## config.mk

```make
export PLATFORM = sky130hd
export DESIGN_NAME = terminal_call_control
export DESIGN_NICKNAME = d
export VERILOG_FILES = /design/src/design/call_ctrl_pkg.sv /design/src/design/terminal_call_control.sv
export SDC_FILE = /design/constraint.sdc
export NUM_CORES = 1
export LEC_CHECK = 0
export ABC_CLOCK_PERIOD_IN_PS = 2300
export BUFFER_PORTS_ARGS = -buffer_cell sky130_fd_sc_hd__buf_2
export CORE_MARGIN = 8
export CORE_UTILIZATION = 24
export DETAILED_ROUTE_END_ITERATION = 7
export MAX_ROUTING_LAYER = met4
export PLACE_DENSITY = 0.51
export SYNTH_ARGS = -nofsm -noshare
export SYNTH_HDL_FRONTEND = slang
export SYNTH_SLANG_ARGS = --single-unit
```

## constraint.sdc

```tcl
create_clock -name mclk -period 2.3 [get_ports mclk]
set_input_delay 0.46 -clock mclk [delete_from_list [all_inputs] [get_ports mclk]]
set_output_delay 0.46 -clock mclk [all_outputs]
set_load 0.03 [all_outputs]
```

## src/design/call_ctrl_pkg.sv

```systemverilog
package call_ctrl_pkg;

  // ----------------------------------------------------------------
  // Clock and timing
  // ----------------------------------------------------------------
  localparam int CLK_HZ           = 25_000_000;
  localparam int CLEAR_TIME_MS    = 700;
  localparam int CLEAR_CYCLES     = CLEAR_TIME_MS * (CLK_HZ / 1000);
  localparam int DEBOUNCE_TIME_MS = 10;
  localparam int DEBOUNCE_CYCLES  = DEBOUNCE_TIME_MS * (CLK_HZ / 1000);
  localparam int TIMER_W          = 25;
  localparam int DB_W             = 18;

  // ----------------------------------------------------------------
  // Register map (byte addresses)
  // ----------------------------------------------------------------
  localparam int         ADDR_W     = 4;
  localparam logic [3:0] ADDR_CTRL  = 4'h0;
  localparam logic [3:0] ADDR_STAT  = 4'h4;
  localparam int         CTRL_VARB  = 0;
  localparam int         CTRL_AUTO  = 1;
  localparam logic [1:0] CTRL_RESET = 2'h2;

  // Status bit positions
  localparam int ST_TEST   = 0;
  localparam int ST_RXBRK  = 1;
  localparam int ST_TCLR   = 2;
  localparam int ST_REPLY  = 3;
  localparam int ST_ORIG   = 4;
  localparam int ST_RRP    = 5;
  localparam int ST_RXHELD = 6;
  localparam int ST_TXHELD = 7;
  localparam int ST_TXCLR  = 8;
  localparam int ST_SEIZED = 9;
  localparam int ST_LOCAL  = 10;
  localparam int ST_W      = 11;

  // ----------------------------------------------------------------
  // Debounced input indices
  // ----------------------------------------------------------------
  localparam int IN_TEST   = 0;
  localparam int IN_CLEAR  = 1;
  localparam int IN_ANSWER = 2;
  localparam int IN_ORIG   = 3;
  localparam int IN_LOCAL  = 4;
  localparam int IN_BREAK  = 5;
  localparam int IN_RING   = 6;
  localparam int IN_HOLD   = 7;
  localparam int IN_CONV   = 8;
  localparam int IN_COPY   = 9;
  localparam int IN_PAPER  = 10;
  localparam int IN_OOS    = 11;
  localparam int IN_FORMS  = 12;
  localparam int IN_EOT    = 13;
  localparam int NUM_IN    = 14;

endpackage : call_ctrl_pkg

```

## src/design/terminal_call_control.sv

```systemverilog
`timescale 1ns/1ps

module terminal_call_control
  import call_ctrl_pkg::*;
#(
  parameter int CLEAR_LIMIT    = CLEAR_CYCLES,
  parameter int DEBOUNCE_LIMIT = DEBOUNCE_CYCLES
)
(
  input  wire logic              mclk,
  input  wire logic              srst,
  input  wire logic [ADDR_W-1:0] avs_address,
  input  wire logic              avs_read,
  input  wire logic              avs_write,
  input  wire logic [31:0]       avs_writedata,
  output logic [31:0]            avs_readdata,
  output logic                   avs_waitrequest,
  input  wire logic              test_button,
  input  wire logic              clear_button,
  input  wire logic              answer_button,
  input  wire logic              orig_button,
  input  wire logic              local_button,
  input  wire logic              break_button,
  input  wire logic              ring_in,
  input  wire logic              hold_off_signal,
  input  wire logic              conv_break_in,
  input  wire logic              copy_mode,
  input  wire logic              paper_low,
  input  wire logic              out_of_service,
  input  wire logic              forms_feed,
  input  wire logic              eot_code,
  input  wire logic              rx_data_in,
  input  wire logic              tx_data_in,
  output logic                   loop_test_lamp,
  output logic                   print_data,
  output logic                   modulator_data,
  output logic                   spacing_disc_enable,
  output logic                   break_release_lamp,
  output logic                   hold_off_lamp,
  output logic                   clear_lamp,
  output logic                   reply_button_lamp,
  output logic                   tx_brk_held,
  output logic                   recv_brk_normal_held,
  output logic                   line_seized,
  output logic                   reply_out
);

  // ----------------------------------------------------------------
  // Input conditioning
  // ----------------------------------------------------------------
  logic [NUM_IN-1:0] raw_in;
  logic [NUM_IN-1:0] meta_q;
  logic [NUM_IN-1:0] sync_q;
  logic [NUM_IN-1:0] db_q;
  logic [NUM_IN-1:0] prev_q;
  logic [NUM_IN-1:0] rise;
  logic [1:0]        rxd_meta_q;
  logic [1:0]        txd_meta_q;

  assign raw_in = {eot_code, forms_feed, out_of_service, paper_low, copy_mode,
                   conv_break_in, hold_off_signal, ring_in, break_button,
                   local_button, orig_button, answer_button, clear_button,
                   test_button};

  genvar gi;
  for (gi = 0; gi < NUM_IN; gi++)
  begin : g_in
    logic [DB_W-1:0] cnt_q;
    always_ff @(posedge mclk)
    begin
      if (srst)
      begin
        meta_q[gi] <= 1'b0;
        sync_q[gi] <= 1'b0;
        db_q[gi]   <= 1'b0;
        cnt_q      <= '0;
      end
      else
      begin
        meta_q[gi] <= raw_in[gi];
        sync_q[gi] <= meta_q[gi];
        // Contact bounce must stay stable for the whole window
        if (sync_q[gi] == db_q[gi])
        begin
          cnt_q <= '0;
        end
        else if (cnt_q == DB_W'(DEBOUNCE_LIMIT - 1))
        begin
          db_q[gi] <= sync_q[gi];
          cnt_q    <= '0;
        end
        else
        begin
          cnt_q <= cnt_q + 1'b1;
        end
      end
    end
  end

  // Serial data is only synchronised; debouncing would eat bits
  always_ff @(posedge mclk)
  begin
    if (srst)
    begin
      rxd_meta_q <= 2'b11;
      txd_meta_q <= 2'b11;
      prev_q     <= '0;
    end
    else
    begin
      rxd_meta_q <= {rxd_meta_q[0], rx_data_in};
      txd_meta_q <= {txd_meta_q[0], tx_data_in};
      prev_q     <= db_q;
    end
  end

  assign rise = db_q & ~prev_q;

  // ----------------------------------------------------------------
  // Register bus
  // ----------------------------------------------------------------
  logic [1:0]      ctrl_q;
  logic            wait_q;
  logic [31:0]     rdata_q;
  logic [ST_W-1:0] status;
  logic            bus_req;
  logic            bus_done;

  assign bus_req  = avs_read | avs_write;
  assign bus_done = bus_req & ~wait_q;

  always_ff @(posedge mclk)
  begin
    if (srst)
    begin
      wait_q  <= 1'b1;
      rdata_q <= 32'h0000_0000;
    end
    else
    begin
      wait_q <= ~(bus_req & wait_q);
      if (bus_req & wait_q)
      begin
        unique case (avs_address)
          ADDR_CTRL: rdata_q <= {30'h0000_0000, ctrl_q};
          ADDR_STAT: rdata_q <= {21'h00_0000, status};
          default:   rdata_q <= 32'h0000_0000;
        endcase
      end
    end
  end

  always_ff @(posedge mclk)
  begin
    if (srst)
    begin
      ctrl_q <= CTRL_RESET;
    end
    else if (bus_done && avs_write && avs_address == ADDR_CTRL)
    begin
      ctrl_q <= avs_writedata[1:0];
    end
  end

  // ----------------------------------------------------------------
  // Call state
  // ----------------------------------------------------------------
  logic var_b;
  logic test_q;
  logic local_q;
  logic orig_q;
  logic reply_q;
  logic rx_brk_q;
  logic tclr_q;
  logic rrp_q;
  logic rx_held_q;
  logic tx_held_q;
  logic txclr_q;
  logic seized_q;
  logic auto_ok;
  logic ring;
  logic clr_rise;
  logic mode_a;
  logic tm_run;
  logic tm_done;
  logic [TIMER_W-1:0] tm_q;

  assign var_b    = ctrl_q[CTRL_VARB];
  assign ring     = db_q[IN_RING];
  assign clr_rise = rise[IN_CLEAR];
  assign mode_a   = reply_q | orig_q;

  assign auto_ok = ctrl_q[CTRL_AUTO] & ~db_q[IN_COPY] & ~local_q & ~orig_q
                 & ~test_q & ~db_q[IN_PAPER] & ~db_q[IN_OOS]
                 & ~db_q[IN_FORMS];

  assign status = {local_q, seized_q, txclr_q, tx_held_q, rx_held_q, rrp_q,
                   orig_q, reply_q, tclr_q, rx_brk_q, test_q};

  // One timer serves both variants; they never run together
  assign tm_run  = var_b ? (txclr_q & seized_q) : tclr_q;
  assign tm_done = tm_run && tm_q == TIMER_W'(CLEAR_LIMIT - 1);

  always_ff @(posedge mclk)
  begin
    if (srst)
    begin
      tm_q <= '0;
    end
    else if (tm_run && !tm_done)
    begin
      tm_q <= tm_q + 1'b1;
    end
    else
    begin
      tm_q <= '0;
    end
  end

  // Loop test and local selection
  always_ff @(posedge mclk)
  begin
    if (srst)
    begin
      test_q  <= 1'b0;
      local_q <= 1'b0;
    end
    else
    begin
      if (rise[IN_TEST])
      begin
        test_q <= 1'b1;
      end
      else if (|rise[IN_BREAK:IN_CLEAR])
      begin
        test_q <= 1'b0;
      end
      if (rise[IN_LOCAL])
      begin
        local_q <= 1'b1;
      end
      else if (rise[IN_ORIG] || rise[IN_ANSWER])
      begin
        local_q <= 1'b0;
      end
    end
  end

  // Originate mode, kept only as far as clear and answer need it
  always_ff @(posedge mclk)
  begin
    if (srst)
    begin
      orig_q <= 1'b0;
    end
    else if (tm_done)
    begin
      orig_q <= 1'b0;
    end
    else if (rise[IN_ORIG] && !reply_q && !seized_q)
    begin
      orig_q <= 1'b1;
    end
  end

  // Variant A latches
  always_ff @(posedge mclk)
  begin
    if (srst || var_b)
    begin
      reply_q  <= 1'b0;
      rx_brk_q <= 1'b0;
      tclr_q   <= 1'b0;
    end
    else
    begin
      if (tm_done)
      begin
        reply_q <= 1'b0;
      end
      else if ((ring && auto_ok) || rise[IN_ANSWER])
      begin
        reply_q <= 1'b1;
      end
      if (!mode_a || tm_done)
      begin
        rx_brk_q <= 1'b0;
      end
      else if (clr_rise)
      begin
        rx_brk_q <= 1'b1;
      end
      // Timed clear follows receive-break, or end of transmission
      if (!mode_a || tm_done)
      begin
        tclr_q <= 1'b0;
      end
      else if (rx_brk_q || rise[IN_EOT])
      begin
        tclr_q <= 1'b1;
      end
    end
  end

  // Variant B latches
  always_ff @(posedge mclk)
  begin
    if (srst)
    begin
      rrp_q     <= 1'b0;
      rx_held_q <= 1'b1;
      tx_held_q <= 1'b1;
      txclr_q   <= 1'b0;
      seized_q  <= 1'b0;
    end
    else if (!var_b)
    begin
      rrp_q     <= 1'b0;
      rx_held_q <= 1'b1;
      tx_held_q <= 1'b1;
      txclr_q   <= 1'b0;
      seized_q  <= 1'b0;
    end
    else
    begin
      if (txclr_q && !seized_q)
      begin
        rrp_q <= 1'b0;
      end
      else if ((clr_rise && rx_held_q) || (rise[IN_EOT] && seized_q))
      begin
        rrp_q <= 1'b1;
      end
      rx_held_q <= ~rrp_q & ~txclr_q;
      tx_held_q <= ~rrp_q & ~txclr_q;
      // Clear latch bridges the line hold once the break releases
      if (!seized_q && txclr_q)
      begin
        txclr_q <= 1'b0;
      end
      else if (rrp_q)
      begin
        txclr_q <= 1'b1;
      end
      if (tm_done || !(tx_held_q || txclr_q))
      begin
        seized_q <= 1'b0;
      end
      else if ((ring && auto_ok) || (rise[IN_ANSWER] && !orig_q))
      begin
        seized_q <= 1'b1;
      end
    end
  end

  // ----------------------------------------------------------------
  // Outputs
  // ----------------------------------------------------------------
  always_ff @(posedge mclk)
  begin
    if (srst)
    begin
      loop_test_lamp      <= 1'b0;
      print_data          <= 1'b1;
      modulator_data      <= 1'b1;
      spacing_disc_enable <= 1'b0;
    end
    else
    begin
      loop_test_lamp      <= test_q;
      print_data          <= rxd_meta_q[1];
      modulator_data      <= test_q ? rxd_meta_q[1] : txd_meta_q[1];
      spacing_disc_enable <= ~test_q;
    end
  end

  always_ff @(posedge mclk)
  begin
    if (srst)
    begin
      break_release_lamp <= 1'b0;
      hold_off_lamp      <= 1'b0;
    end
    else
    begin
      break_release_lamp <= db_q[IN_CONV] | (var_b ? (rrp_q & tx_held_q)
                                                  : (rx_brk_q & ~tclr_q));
      hold_off_lamp      <= db_q[IN_HOLD] | db_q[IN_CONV];
    end
  end

  always_ff @(posedge mclk)
  begin
    if (srst)
    begin
      clear_lamp        <= 1'b0;
      reply_button_lamp <= 1'b0;
    end
    else
    begin
      clear_lamp        <= var_b ? (txclr_q & seized_q) : tclr_q;
      reply_button_lamp <= ring | (var_b ? (seized_q & ~txclr_q & ~orig_q)
                                         : (reply_q & ~tclr_q));
    end
  end

  always_ff @(posedge mclk)
  begin
    if (srst)
    begin
      tx_brk_held          <= 1'b0;
      recv_brk_normal_held <= 1'b0;
      line_seized          <= 1'b0;
      reply_out            <= 1'b0;
    end
    else
    begin
      tx_brk_held          <= var_b & tx_held_q;
      recv_brk_normal_held <= var_b & rx_held_q;
      line_seized          <= var_b ? seized_q : mode_a;
      reply_out            <= reply_q;
    end
  end

  assign avs_readdata    = rdata_q;
  assign avs_waitrequest = wait_q;

endmodule : terminal_call_control

```

==> summary.md, run 1 <==
| Metric | Value |
|---|---|
| Die Area | approximately 0.073 sq mm |
| TritonCTS Buffers | 42 |
| Psw | about 2.8 mW |
| Sw Share | 21.2% |
| RSZ-0062 raised after global routing | no |
| Post-CTS Setup Bufs | 0 |
| Clock skew | ~0.016 ns |
| Cells after synthesis | between 1.5k and 2k |
| Primary FF master, synth | dfxtp_1 |
| Clock Tree Buf Depth | 3 |
| Final setup vio count | 0 |
| Dpl cell area | ~0.017 sq mm |
| Internal | between 10 and 15 mW |
| Hold_ws | between 0.1 and 0.15 ns |
| Pins Over Slew Limit | 0 |
| PnR worst setup slack | ~0.22 ns |
| Peak VDD IR | between 0.0003 and 0.0004 V |
| Most frequent cells in the layout | dfxtp_1 (364), nor2_1 (252), xnor2_1 (138), nand3_1 (89) |
| Max frequency | 0.480 GHz |
| Largest net degree at the start of global routing | 36 |
| HPWL Detailed | about 23000 microns |
| Initial antenna violation count | 1 |
| Finished Layout Cells | approximately 2.7k |
| Min Tclk post-route | between 2 and 2.5 ns |
| HP Class | in2reg |
| Synth Register Bits | 364 |
| Top cell type's share of synthesized area | a little under half |
| WP data arrival | 2.49 ns |
| Syn_area_per_cell | around 8.8 sq um |
| Num rows | between 90 and 100 |
| P&R area growth vs syn | 17.2% |
| CP Class | reg2reg |
| Setup WS pre-CTS | between 0.2 and 0.25 ns |
| Crit path launch type | flip-flop |
| Setup TNS | 0 ns |
| PwrDens | between 700 and 800 mW/mm^2 |
| CTS tree | built |
| Least-Margin Pin Slew | ~0.59 ns |
| Vias in the first global route | 11.6k |
| Hold_buf cts | 0 |
| DRT Pass-1 Iters | 4 |
| Number of synthesized flops with an enable pin | 0 |
| M2 GR Usage | a little over an eighth |
| Period utilization | slightly above 90% |
| Met3 usage | between 1.5 and 2% |
| Rel. slew slack | 60.1% |
| Final number of hold-violating endpoints | 0 |
| Final ANT Viol Nets | 0 |
| Synth top area cells | dfxtp_1 (47%), xnor2_1 (7.8%), nor2_1 (6.1%) |
| Core area | between 0.06 and 0.07 sq mm |
| Routability congestion estimate | around 0.78 |
| Grt total ovfl | 0 |
| CP endpoint kind | flip-flop |
| Initial Util | ~24% |
| Slowest CP cell | or4_4 |
| I/O pins | around 100 |
| CTS sink cnt | 364 |
| Clock transition time at the flip-flop clock pins of the worst setup and hold paths | 0.06 ns |
| Clock Tree Root | clkbuf_16 |
| Gate power share | under 10% |
| Synth area leader | dfxtp_1 |
| Clock Latency Late Sink | around 0.55 ns |
| Synth cell types | 57 |
| Async SR Flop Fraction | 0% |
| Starting DRT DRC Count | 751 |
| All-Layer GR Usage | under 10% |
| CP peak stage delay | around 0.56 ns |
| Placed Cells | 2656 |
| Crit-path cells | or4_1, or4_4, o21ai_4, nor2_1 |
| Die Span Y | about 270 microns |
| Maxcap violations | 0 |
| Layout cells sized above 1 | 9.82% |
| First-pass GRT wire length | 55500 microns |
| CTS HTree Levels | 2 |
| Via density | ~4.5 |
| Syn Std Cell Area | 0.0155 sq mm |
| CP bufs+invs | 0 |
| Mean routed wirelength per cell | about 12 microns |
| Filler Cell Count | between 6k and 7k |
| Post-cts resize count | 0 |
| # DRC | 0 |
| Met1 Use GR | between 10% and 20% |
| Vias after detailed routing | 12.3k |
| Sequential share of power | 48.2% |
| I/O Buffers | a little under 50 |
| Sequential fraction of the synthesis area | a little under half |
| Req. time, crit path | about 2.7 ns |
| Nets | 1916 |
| Busiest grt layer | met2 |
| Most common cell after layout, fill and taps aside | dfxtp_1 |
| Non-Filler Cell Area, Final | roughly 0.018 sq mm |
| Result of the run | complete, no violations |
| LEAKAGE | about 5.4 nW |
| YS warnings | 0 |
| Power share of the clock group | 50.0% |
| CP max FO | 17 |
| Die Span X | 270 microns |
| Crit path max-delay family | simple AND/OR/NAND/NOR gates |
| Total wire length | approximately 33000 microns |
-- through the flow --
| stage | utilization [%] | total power [mW] |
|---|---|---|
| finish | 28.3 | 13.2 |
| detailed placement | 26.2 | 6.75 |
| CTS | 28.3 | 13.5 |
| floorplan | - | 6.69 |
| global route | 28.3 | 13.8 |
| global placement | 26.2 | 6.75 |
-- layout make-up --
type,count,area [sq um],share of cell area [%]
antenna,1,2.50,0.0137
clock buffer,63,1260,6.93
clock inverter,10,106,0.584
inverter,72,270,1.48
multi-input combinational,1281,7680,42.2
sequential,364,7290,40.0
tap,855,1070,5.88
timing repair buffer,84,523,2.87
-- state kept, by name, summed over array words and instances, names as in the netlist, 2 cells and up --
signal / flops
avs_readdata: 10
ctrl_q: 2
db_q: 13
g_in.cnt_q: 252
meta_q: 14
prev_q: 7
rxd_meta_q: 2
sync_q: 14
tm_q: 25
txd_meta_q: 2
-- cell usage after synthesis, types with 4 or more instances --
cell type,n
nand4_1,62
ha_1,15
nor3_1,56
buf_4,23
dfxtp_1,364
o31ai_1,35
nor4_1,41
or2_2,11
inv_1,71
nand2b_1,12
or3_1,54
nand3_1,89
nor2b_1,39
buf_2,10
buf_1,4
xor2_1,51
or3b_2,4
a21oi_1,88
o21ai_2,6
nor4b_1,21
o21ai_1,6
a22oi_1,10
o21a_1,6
nand2_1,88
nor2_1,252
clkbuf_1,27
and4_1,16
o21ai_0,48
or4_1,49
xnor2_1,138
and2_1,7
and3_1,16
-- power groups by stage --
stage	registers [mW]	logic, mW	clock network (mW)
floorplan	6.50	0.182	0
global placement	6.50	0.244	0
detailed placement	6.50	0.245	0
CTS	6.37	0.246	6.85
global route	6.37	0.268	7.13
finish	6.37	0.242	6.60
-- metal layers --
metal  wire, microns  part of all wire [%]
met5               0                     0
met3            1260                   3.8
met4             776                   2.4
met2           14300                    43
met1           16600                    50
-- worst reg2reg max path: cells and delay by family, from the launching register on --
| family | cells | cell delay, ns |
|---|---|---|
| DFF | 1 | 0.35 |
| and+or+nand+nor | 3 | 1.21 |
| AOI/OAI and AO/OA | 1 | 0.40 |
-- kinds of logic (layout without fill, tap and decap cells) --
kind of cell | after synthesis | count (layout) | share of synthesized area, %
buf+inv | 139 | 229 | 4.14
other cells | 1 | 22 | 0.0241
flops | 364 | 364 | 46.9
xor+xnor | 189 | 189 | 10.7
simple gates | 835 | 835 | 28.4
fa+ha+maj | 15 | 15 | 1.21
mux | 5 | 5 | 0.338
compound gates | 216 | 216 | 8.37
-- final timing paths --
path	end	slack, ns	start	cells past startpoint
setup / recovery	g_in[5].cnt_q[5]	0.22	g_in[5].cnt_q[11]	4
hold / removal	rxd_meta_q[0]	0.10	rx_data_in	2
setup reg to reg	g_in[5].cnt_q[5]	0.22	g_in[5].cnt_q[11]	4
hold reg to reg	test_q	0.42	prev_q[0]	1
No activity file was read; power rests on OpenSTA's default activity.
==> inputs of run 2 (changes only) <==
Settings changed: CORE_MARGIN 8 to not set.
==> run 2 against run 1 <==
  * Clock power grew 3.8%
  * First-iteration DRC count increased by 19%
  * Worst setup slack about the same
  * Sequential power about the same
  * Hold slack lost 0.035 ns
  * Global-route usage up 1.1 points
  * Cell count down 0.33%
  * Utilization is 0.35 points higher
  * Non-clock buffer count down 3
  * Critical path depth unchanged
  * Largest cell class unchanged
  * Highest routed layer unchanged
==> summary.md, run 2 (synthesized netlist as in run 1, its figures left out) <==
| Metric | Value |
|---|---|
| Hold_buf cts | 0 (unchanged) |
| Most flops, register | g_in.cnt_q |
| Core area | 0.0635 sq mm (-1.1%) |
| Largest regs | g_in.cnt_q x252, tm_q x25 |
| CTS HTree Levels | 2 (unchanged) |
| PwrDens | 738 mW/mm^2 (+1.8%) |
| I/O Buffers | 49 (unchanged) |
| Psw | 2.87 mW (+2.8%) |
| CTS sink cnt | 364 (unchanged) |
| Hold_ws | 0.0689 ns (-0.0353 ns) |
| Least-Margin Pin Slew | 0.607 ns (+0.0129 ns) |
| Internal | 10.6 mW (+1.7%) |
| Maxcap violations | 0 (unchanged) |
| Non-Filler Cell Area, Final | 0.0182 sq mm (+0.14%) |
| Result of the run | complete, no violations |
| Max frequency | 0.480 GHz (about the same) |
| Starting DRT DRC Count | 891 (+19%) |
| HPWL Detailed | 22600 microns (-2.6%) |
| CP endpoint kind | flip-flop |
| Layout cells sized above 1 | 9.76% (-0.059 points) |
| Max reg flops | 252 (unchanged) |
| Crit-path cells | or4_1, or4_4, o21ai_4, nor2_1 |
| Die Span Y | 256 microns (-5.2%) |
| Period utilization | 90.5% (about the same) |
| WP data arrival | 2.51 ns (+0.02 ns) |
| Clock Latency Late Sink | 0.57 ns (+0.02 ns) |
| All-Layer GR Usage | 10.1% (+1.1 points) |
| First-pass GRT wire length | 54800 microns (-1.4%) |
| CP max FO | 17 (unchanged) |
| Post-cts resize count | 0 (unchanged) |
| Die Span X | 256 microns (-5.2%) |
| Crit path launch type | flip-flop |
| I/O pins | 101 (unchanged) |
| Filler Cell Count | 6738 (-1.4%) |
| Via density | 4.50 (about the same) |
| Initial antenna violation count | 0 (-1) |
| Slowest CP cell | or4_4 |
| Post-CTS Setup Bufs | 0 (unchanged) |
| Nets | 1914 (-0.10%) |
| Clock skew | 0.0255 ns (+0.00951 ns) |
| Num rows | 92 (-1.1%) |
| Die Area | 0.0658 sq mm (-10%) |
| Mean routed wirelength per cell | 11.9 microns (-1.2%) |
| Clock Tree Root | clkbuf_16 |
| Largest net degree at the start of global routing | 45 (+25%) |
| Final setup vio count | 0 (unchanged) |
| Rel. slew slack | 59.1% (-0.95 points) |
| Gate power share | 1.7% (about the same) |
| P&R area growth vs syn | 17.3% |
| CP Class | reg2reg |
| Min Tclk post-route | 2.08 ns (+0.000477 ns) |
| Final number of hold-violating endpoints | 0 (unchanged) |
| Sw Share | 21.3% (+0.19 points) |
| Req. time, crit path | 2.73 ns (+0.02 ns) |
| Final ANT Viol Nets | 0 (unchanged) |
| Most frequent cells in the layout | dfxtp_1 (364), nor2_1 (252), xnor2_1 (138), nand3_1 (89) |
| HP Class | in2reg |
| Vias in the first global route | 11.4k (-2.3%) |
| TritonCTS Buffers | 43 (+2.4%) |
| Sequential share of power | 47.3% (-0.9 points) |
| # DRC | 0 (unchanged) |
| Most common cell after layout, fill and taps aside | dfxtp_1 |
| Total wire length | 32500 microns (-1.5%) |
| DRT Pass-1 Iters | 5 (+1) |
| RSZ-0062 raised after global routing | no |
| Dpl cell area | 0.0168 sq mm (-0.20%) |
| CP peak stage delay | 0.57 ns (about the same) |
| Clock Tree Buf Depth | 3 (unchanged) |
| Routability congestion estimate | 0.759 (-2.4%) |
| Grt total ovfl | 0 (unchanged) |
| Clock transition time at the flip-flop clock pins of the worst setup and hold paths | 0.06 ns (about the same) |
| Peak VDD IR | 0.000451 V (+15%) |
| Diodes inserted | 0 (-1) |
| LEAKAGE | 5.43 nW (+0.24%) |
| Initial Util | 24.5% (+0.26 points) |
| Setup TNS | 0 ns (unchanged) |
| Pins Over Slew Limit | 0 (unchanged) |
| CTS tree | built |
| Vias after detailed routing | 12.2k (-0.41%) |
| Power share of the clock group | 50.9% (+0.9 points) |
-- run 2: cell types whose count changed in the layout (fill, tap and decap cells not counted), moves of 2 or more --
cell / change
clkbuf_1: +2
bufinv_16: +2
clkbuf_8: -5
buf_4: -3
clkinv_2: +2
-- run 2: path summary, 6_finish.rpt --
kind / from / slack (ns) / depth (start not counted) / to
worst min-delay path: tx_data_in / 0.07 / 2 / txd_meta_q[0]
worst max-delay path: g_in[5].cnt_q[11] / 0.22 / 4 / g_in[5].cnt_q[5]
worst min register to register: prev_q[0] / 0.42 / 1 / test_q
worst max register to register: g_in[5].cnt_q[11] / 0.22 / 4 / g_in[5].cnt_q[5]
-- run 2: layout make-up --
| cell class | instances | area (sq um) | area share, % |
|---|---|---|---|
| repair buffers | 81 | 500 | 2.75 |
| clock buffers | 61 | 1220 | 6.72 |
| clock inverters | 16 | 204 | 1.12 |
| well taps | 846 | 1060 | 5.81 |
| inverters | 72 | 270 | 1.48 |
| multi-input cells | 1281 | 7680 | 42.1 |
| flip-flops and latches | 364 | 7290 | 40.0 |
-- run 2: per-stage QoR --
step           util [%]  power [mW]  setup slack (ns)  instances
2_1_floorplan         -        6.69             0.401       1784
3_3_place_gp       26.4        6.74             0.233       2644
3_5_place_dp       26.4        6.75             0.204       2644
4_1_cts            28.7        13.7             0.202       2721
5_1_grt            28.7        14.0             0.123       2721
6_report           28.7        13.5             0.218       2721
-- run 2: power by group through the flow --
stage	Clock [mW]	Sequential [mW]	Combinational, mW
3_5_place_dp	0	6.51	0.239
2_1_floorplan	0	6.50	0.182
4_1_cts	7.13	6.37	0.239
3_3_place_gp	0	6.51	0.237
6_report	6.85	6.37	0.234
5_1_grt	7.38	6.37	0.262
-- run 2: metal layers --
layer	vias up	track usage (%)	part of all wire, %
met3	53	2.22	4.1
met1	5674	13.2	50
met5	-	-	0
met2	192	15.4	44
met4	0	3.19	2.1
li1	6321	-	-
-- run 2: critical path: cells and delay by family, from the launching register on --
kind	cells	cell delay [ns]
compound gates	1	0.41
flops	1	0.35
simple gates	3	1.20
==> inputs of run 3 (changes only) <==
==> constraint.sdc (replaced) <==
create_clock -name mclk -period 2.3 [get_ports mclk]
set_input_delay 0.115 -clock mclk [delete_from_list [all_inputs] [get_ports mclk]]
set_output_delay 0.115 -clock mclk [all_outputs]
set_load 0.03 [all_outputs]
==> run 3 against run 2 <==
  * Worst setup slack improved by 0.00083 ns
  * Utilization rose by 0.13 points
  * Routed wire length rose by 1.1%
  * Total power fell by 3.3%
  * Clock power fell by 6.9%
  * Critical path depth did not move
  * First-iteration DRC count fell by 19%
  * Largest power group unchanged
==> summary.md, run 3 (synthesized netlist as in run 1, its figures left out) <==
| Metric | Value |
|---|---|
| Vias after detailed routing | 12.4k (+0.92%) |
| Clock Tree Buf Depth | 3 (unchanged) |
| CP max FO | 17 (unchanged) |
| Most flops, register | g_in.cnt_q |
| Period utilization | 90.5% (about the same) |
| Crit path max-delay family | simple AND/OR/NAND/NOR gates |
| Diodes inserted | 0 (unchanged) |
| CP Class | reg2reg |
| Reg2Reg Depth | 4 (unchanged) |
| Routability congestion estimate | 0.787 (+3.6%) |
| Clock transition time at the flip-flop clock pins of the worst setup and hold paths | 0.06 ns (about the same) |
| CTS HTree Levels | 2 (unchanged) |
| LEAKAGE | 5.44 nW (+0.29%) |
| Max frequency | 0.481 GHz (about the same) |
| Die Span X | 256 microns (unchanged) |
| P&R area growth vs syn | 17.8% |
| Peak VDD IR | 0.000506 V (+12%) |
| WP data arrival | 2.51 ns (about the same) |
| Via density | 4.52 (+0.51%) |
| Total wire length | 32800 microns (+1.1%) |
| Crit-path cells | or4_1, or4_4, o21ai_4, nor2_1 |
| RR Endpoint | g_in[5].cnt_q[5] |
| Nets | 1934 (+1.0%) |
| Most frequent cells in the layout | dfxtp_1 (364), nor2_1 (252), xnor2_1 (138), nand3_1 (89) |
| Clock Tree Root | clkbuf_16 |
| CTS sink cnt | 364 (unchanged) |
| PnR worst setup slack | 0.219 ns (+0.000830 ns) |
| Die Area | 0.0658 sq mm (unchanged) |
| Initial antenna violation count | 0 (unchanged) |
| All-Layer GR Usage | 10.1% (+0.043 points) |
| Worst hold stages | 5 (+3) |
| PwrDens | 711 mW/mm^2 (-3.7%) |
| Setup WS pre-CTS | 0.223 ns (+0.0191 ns) |
| Min-delay src | avs_address[3] |
| Slowest CP cell | or4_4 |
| DRT Pass-1 Iters | 5 (unchanged) |
| # DRC | 0 (unchanged) |
| Layout cells sized above 1 | 8.96% (-0.80 points) |
| Pins Over Slew Limit | 0 (unchanged) |
| CP endpoint kind | flip-flop |
| CTS tree | built |
| Largest regs | g_in.cnt_q x252, tm_q x25 |
| Initial Util | 24.5% (unchanged) |
| I/O pins | 101 (unchanged) |
| Max reg flops | 252 (unchanged) |
| Core area | 0.0635 sq mm (unchanged) |
| Largest net degree at the start of global routing | 25 (-44%) |
| Clock skew | 0.0236 ns (-0.00194 ns) |
| CP bufs+invs | 0 (unchanged) |
| HPWL Detailed | 22600 microns (-0.28%) |
| Rel. slew slack | 58.6% (-0.55 points) |
| Final number of hold-violating endpoints | 0 (unchanged) |
| Crit path launch type | flip-flop |
| CP peak stage delay | 0.56 ns (about the same) |
| TritonCTS Buffers | 42 (-2.3%) |
| Most common cell after layout, fill and taps aside | dfxtp_1 |
| Result of the run | complete, no violations |
| Hold Path End | avs_readdata[1] |
| Post-cts resize count | 0 (unchanged) |
| First-pass GRT wire length | 55500 microns (+1.3%) |
| Final ANT Viol Nets | 0 (unchanged) |
| Starting DRT DRC Count | 721 (-19%) |
| Vias in the first global route | 11.6k (+2.2%) |
| Req. time, crit path | 2.73 ns (about the same) |
| HP Class | in2reg |
| Grt total ovfl | 0 (unchanged) |
| I/O Buffers | 49 (unchanged) |
| Maxcap violations | 0 (unchanged) |
| Least-Margin Pin Slew | 0.616 ns (+0.00945 ns) |
| Die Span Y | 256 microns (unchanged) |
| Num rows | 92 (unchanged) |
| R2R Path Start | g_in[5].cnt_q[11] |
| Final setup vio count | 0 (unchanged) |
| RSZ-0062 raised after global routing | no |
| Setup TNS | 0 ns (unchanged) |
| Clock Latency Late Sink | 0.58 ns (about the same) |
| Min Tclk post-route | 2.08 ns (-0.000830 ns) |
| Mean routed wirelength per cell | 12.0 microns (+0.65%) |
| R2r setup slk | 0.22 ns (about the same) |
run 3: cell types whose count changed in the layout (fill, tap and decap cells not counted):
cell / previous run / this run
clkbuf_16: 44 / 42
bufinv_16: 4 / 1
buf_12: 1 / 0
clkbuf_8: 6 / 8
inv_8: 1 / 0
buf_4: 32 / 29
clkinv_2: 8 / 1
dlygate4sd3_1: 0 / 25
inv_16: 0 / 1
clkinv_8: 1 / 0
clkinv_16: 0 / 1
run 3: worst register-to-register path, cell delays in order, from the launching register on:
cell and delay, ns:
dfxtp_1 0.35, or4_1 0.52, or4_4 0.56, o21ai_4 0.41
nor2_1 0.11
run 3: how the worst max path moves through the flow:
stage	startpoint	end	slack [ns]	depth (start not counted)
3_3_place_gp	g_in[5].cnt_q[11]	g_in[5].cnt_q[12]	0.23	4
3_5_place_dp	g_in[5].cnt_q[11]	g_in[5].cnt_q[5]	0.22	4
5_1_grt	tm_q[0]	tclr_q	0.05	5
4_1_cts	g_in[6].cnt_q[11]	g_in[6].cnt_q[6]	0.22	4
2_1_floorplan	g_in[0].cnt_q[0]	g_in[0].cnt_q[10]	0.40	6
6_report	g_in[5].cnt_q[11]	g_in[5].cnt_q[5]	0.22	4
run 3: cell type report:
cell class / instances / area, sq um
timing repair buffer: 102 / 708
multi-input combinational: 1281 / 7680
inverter: 72 / 270
clock inverter: 6 / 101
fill: 6768 / 45200
tap: 846 / 1060
clock buffer: 61 / 1200
sequential: 364 / 7290
run 3: stage by stage:
step / std cells / cell area [sq um] / util, % / hold slack [ns] / total power [mW]
global route: 2732 / 18300 / 28.8 / 0.0807 / 13.6
detailed placement: 2640 / 16800 / 26.4 / 0.310 / 6.75
global placement: 2640 / 16800 / 26.4 / 0.312 / 6.74
CTS: 2732 / 18300 / 28.8 / 0.00773 / 13.3
floorplan: 1784 / 15600 / - / 0.219 / 6.69
finish: 2732 / 18300 / 28.8 / 0.0514 / 13.0
run 3: power by group:
part	internal (mW)	switching, mW	leakage, nW	total (mW)
clock network	3.74	2.64	0.632	6.38
logic	0.0951	0.171	1.87	0.266
registers	6.35	0.0254	2.94	6.37
total	10.2	2.84	5.44	13.0
run 3: what timing repair did:
item | 4_1_cts | 5_1_grt
endpoints found under the hold margin | 27 | 0
setup buffers | 0 | 0
hold buffers | 25 | 0
run 3: layer usage:
metal / vias to the layer above / share of wire [%] / GRT usage, %
met2: 167 / 43 / 15.4
met4: 0 / 2.8 / 4.05
li1: 6356 / - / -
met3: 65 / 3.7 / 1.89
met5: - / 0 / -
met1: 5764 / 50 / 13.2
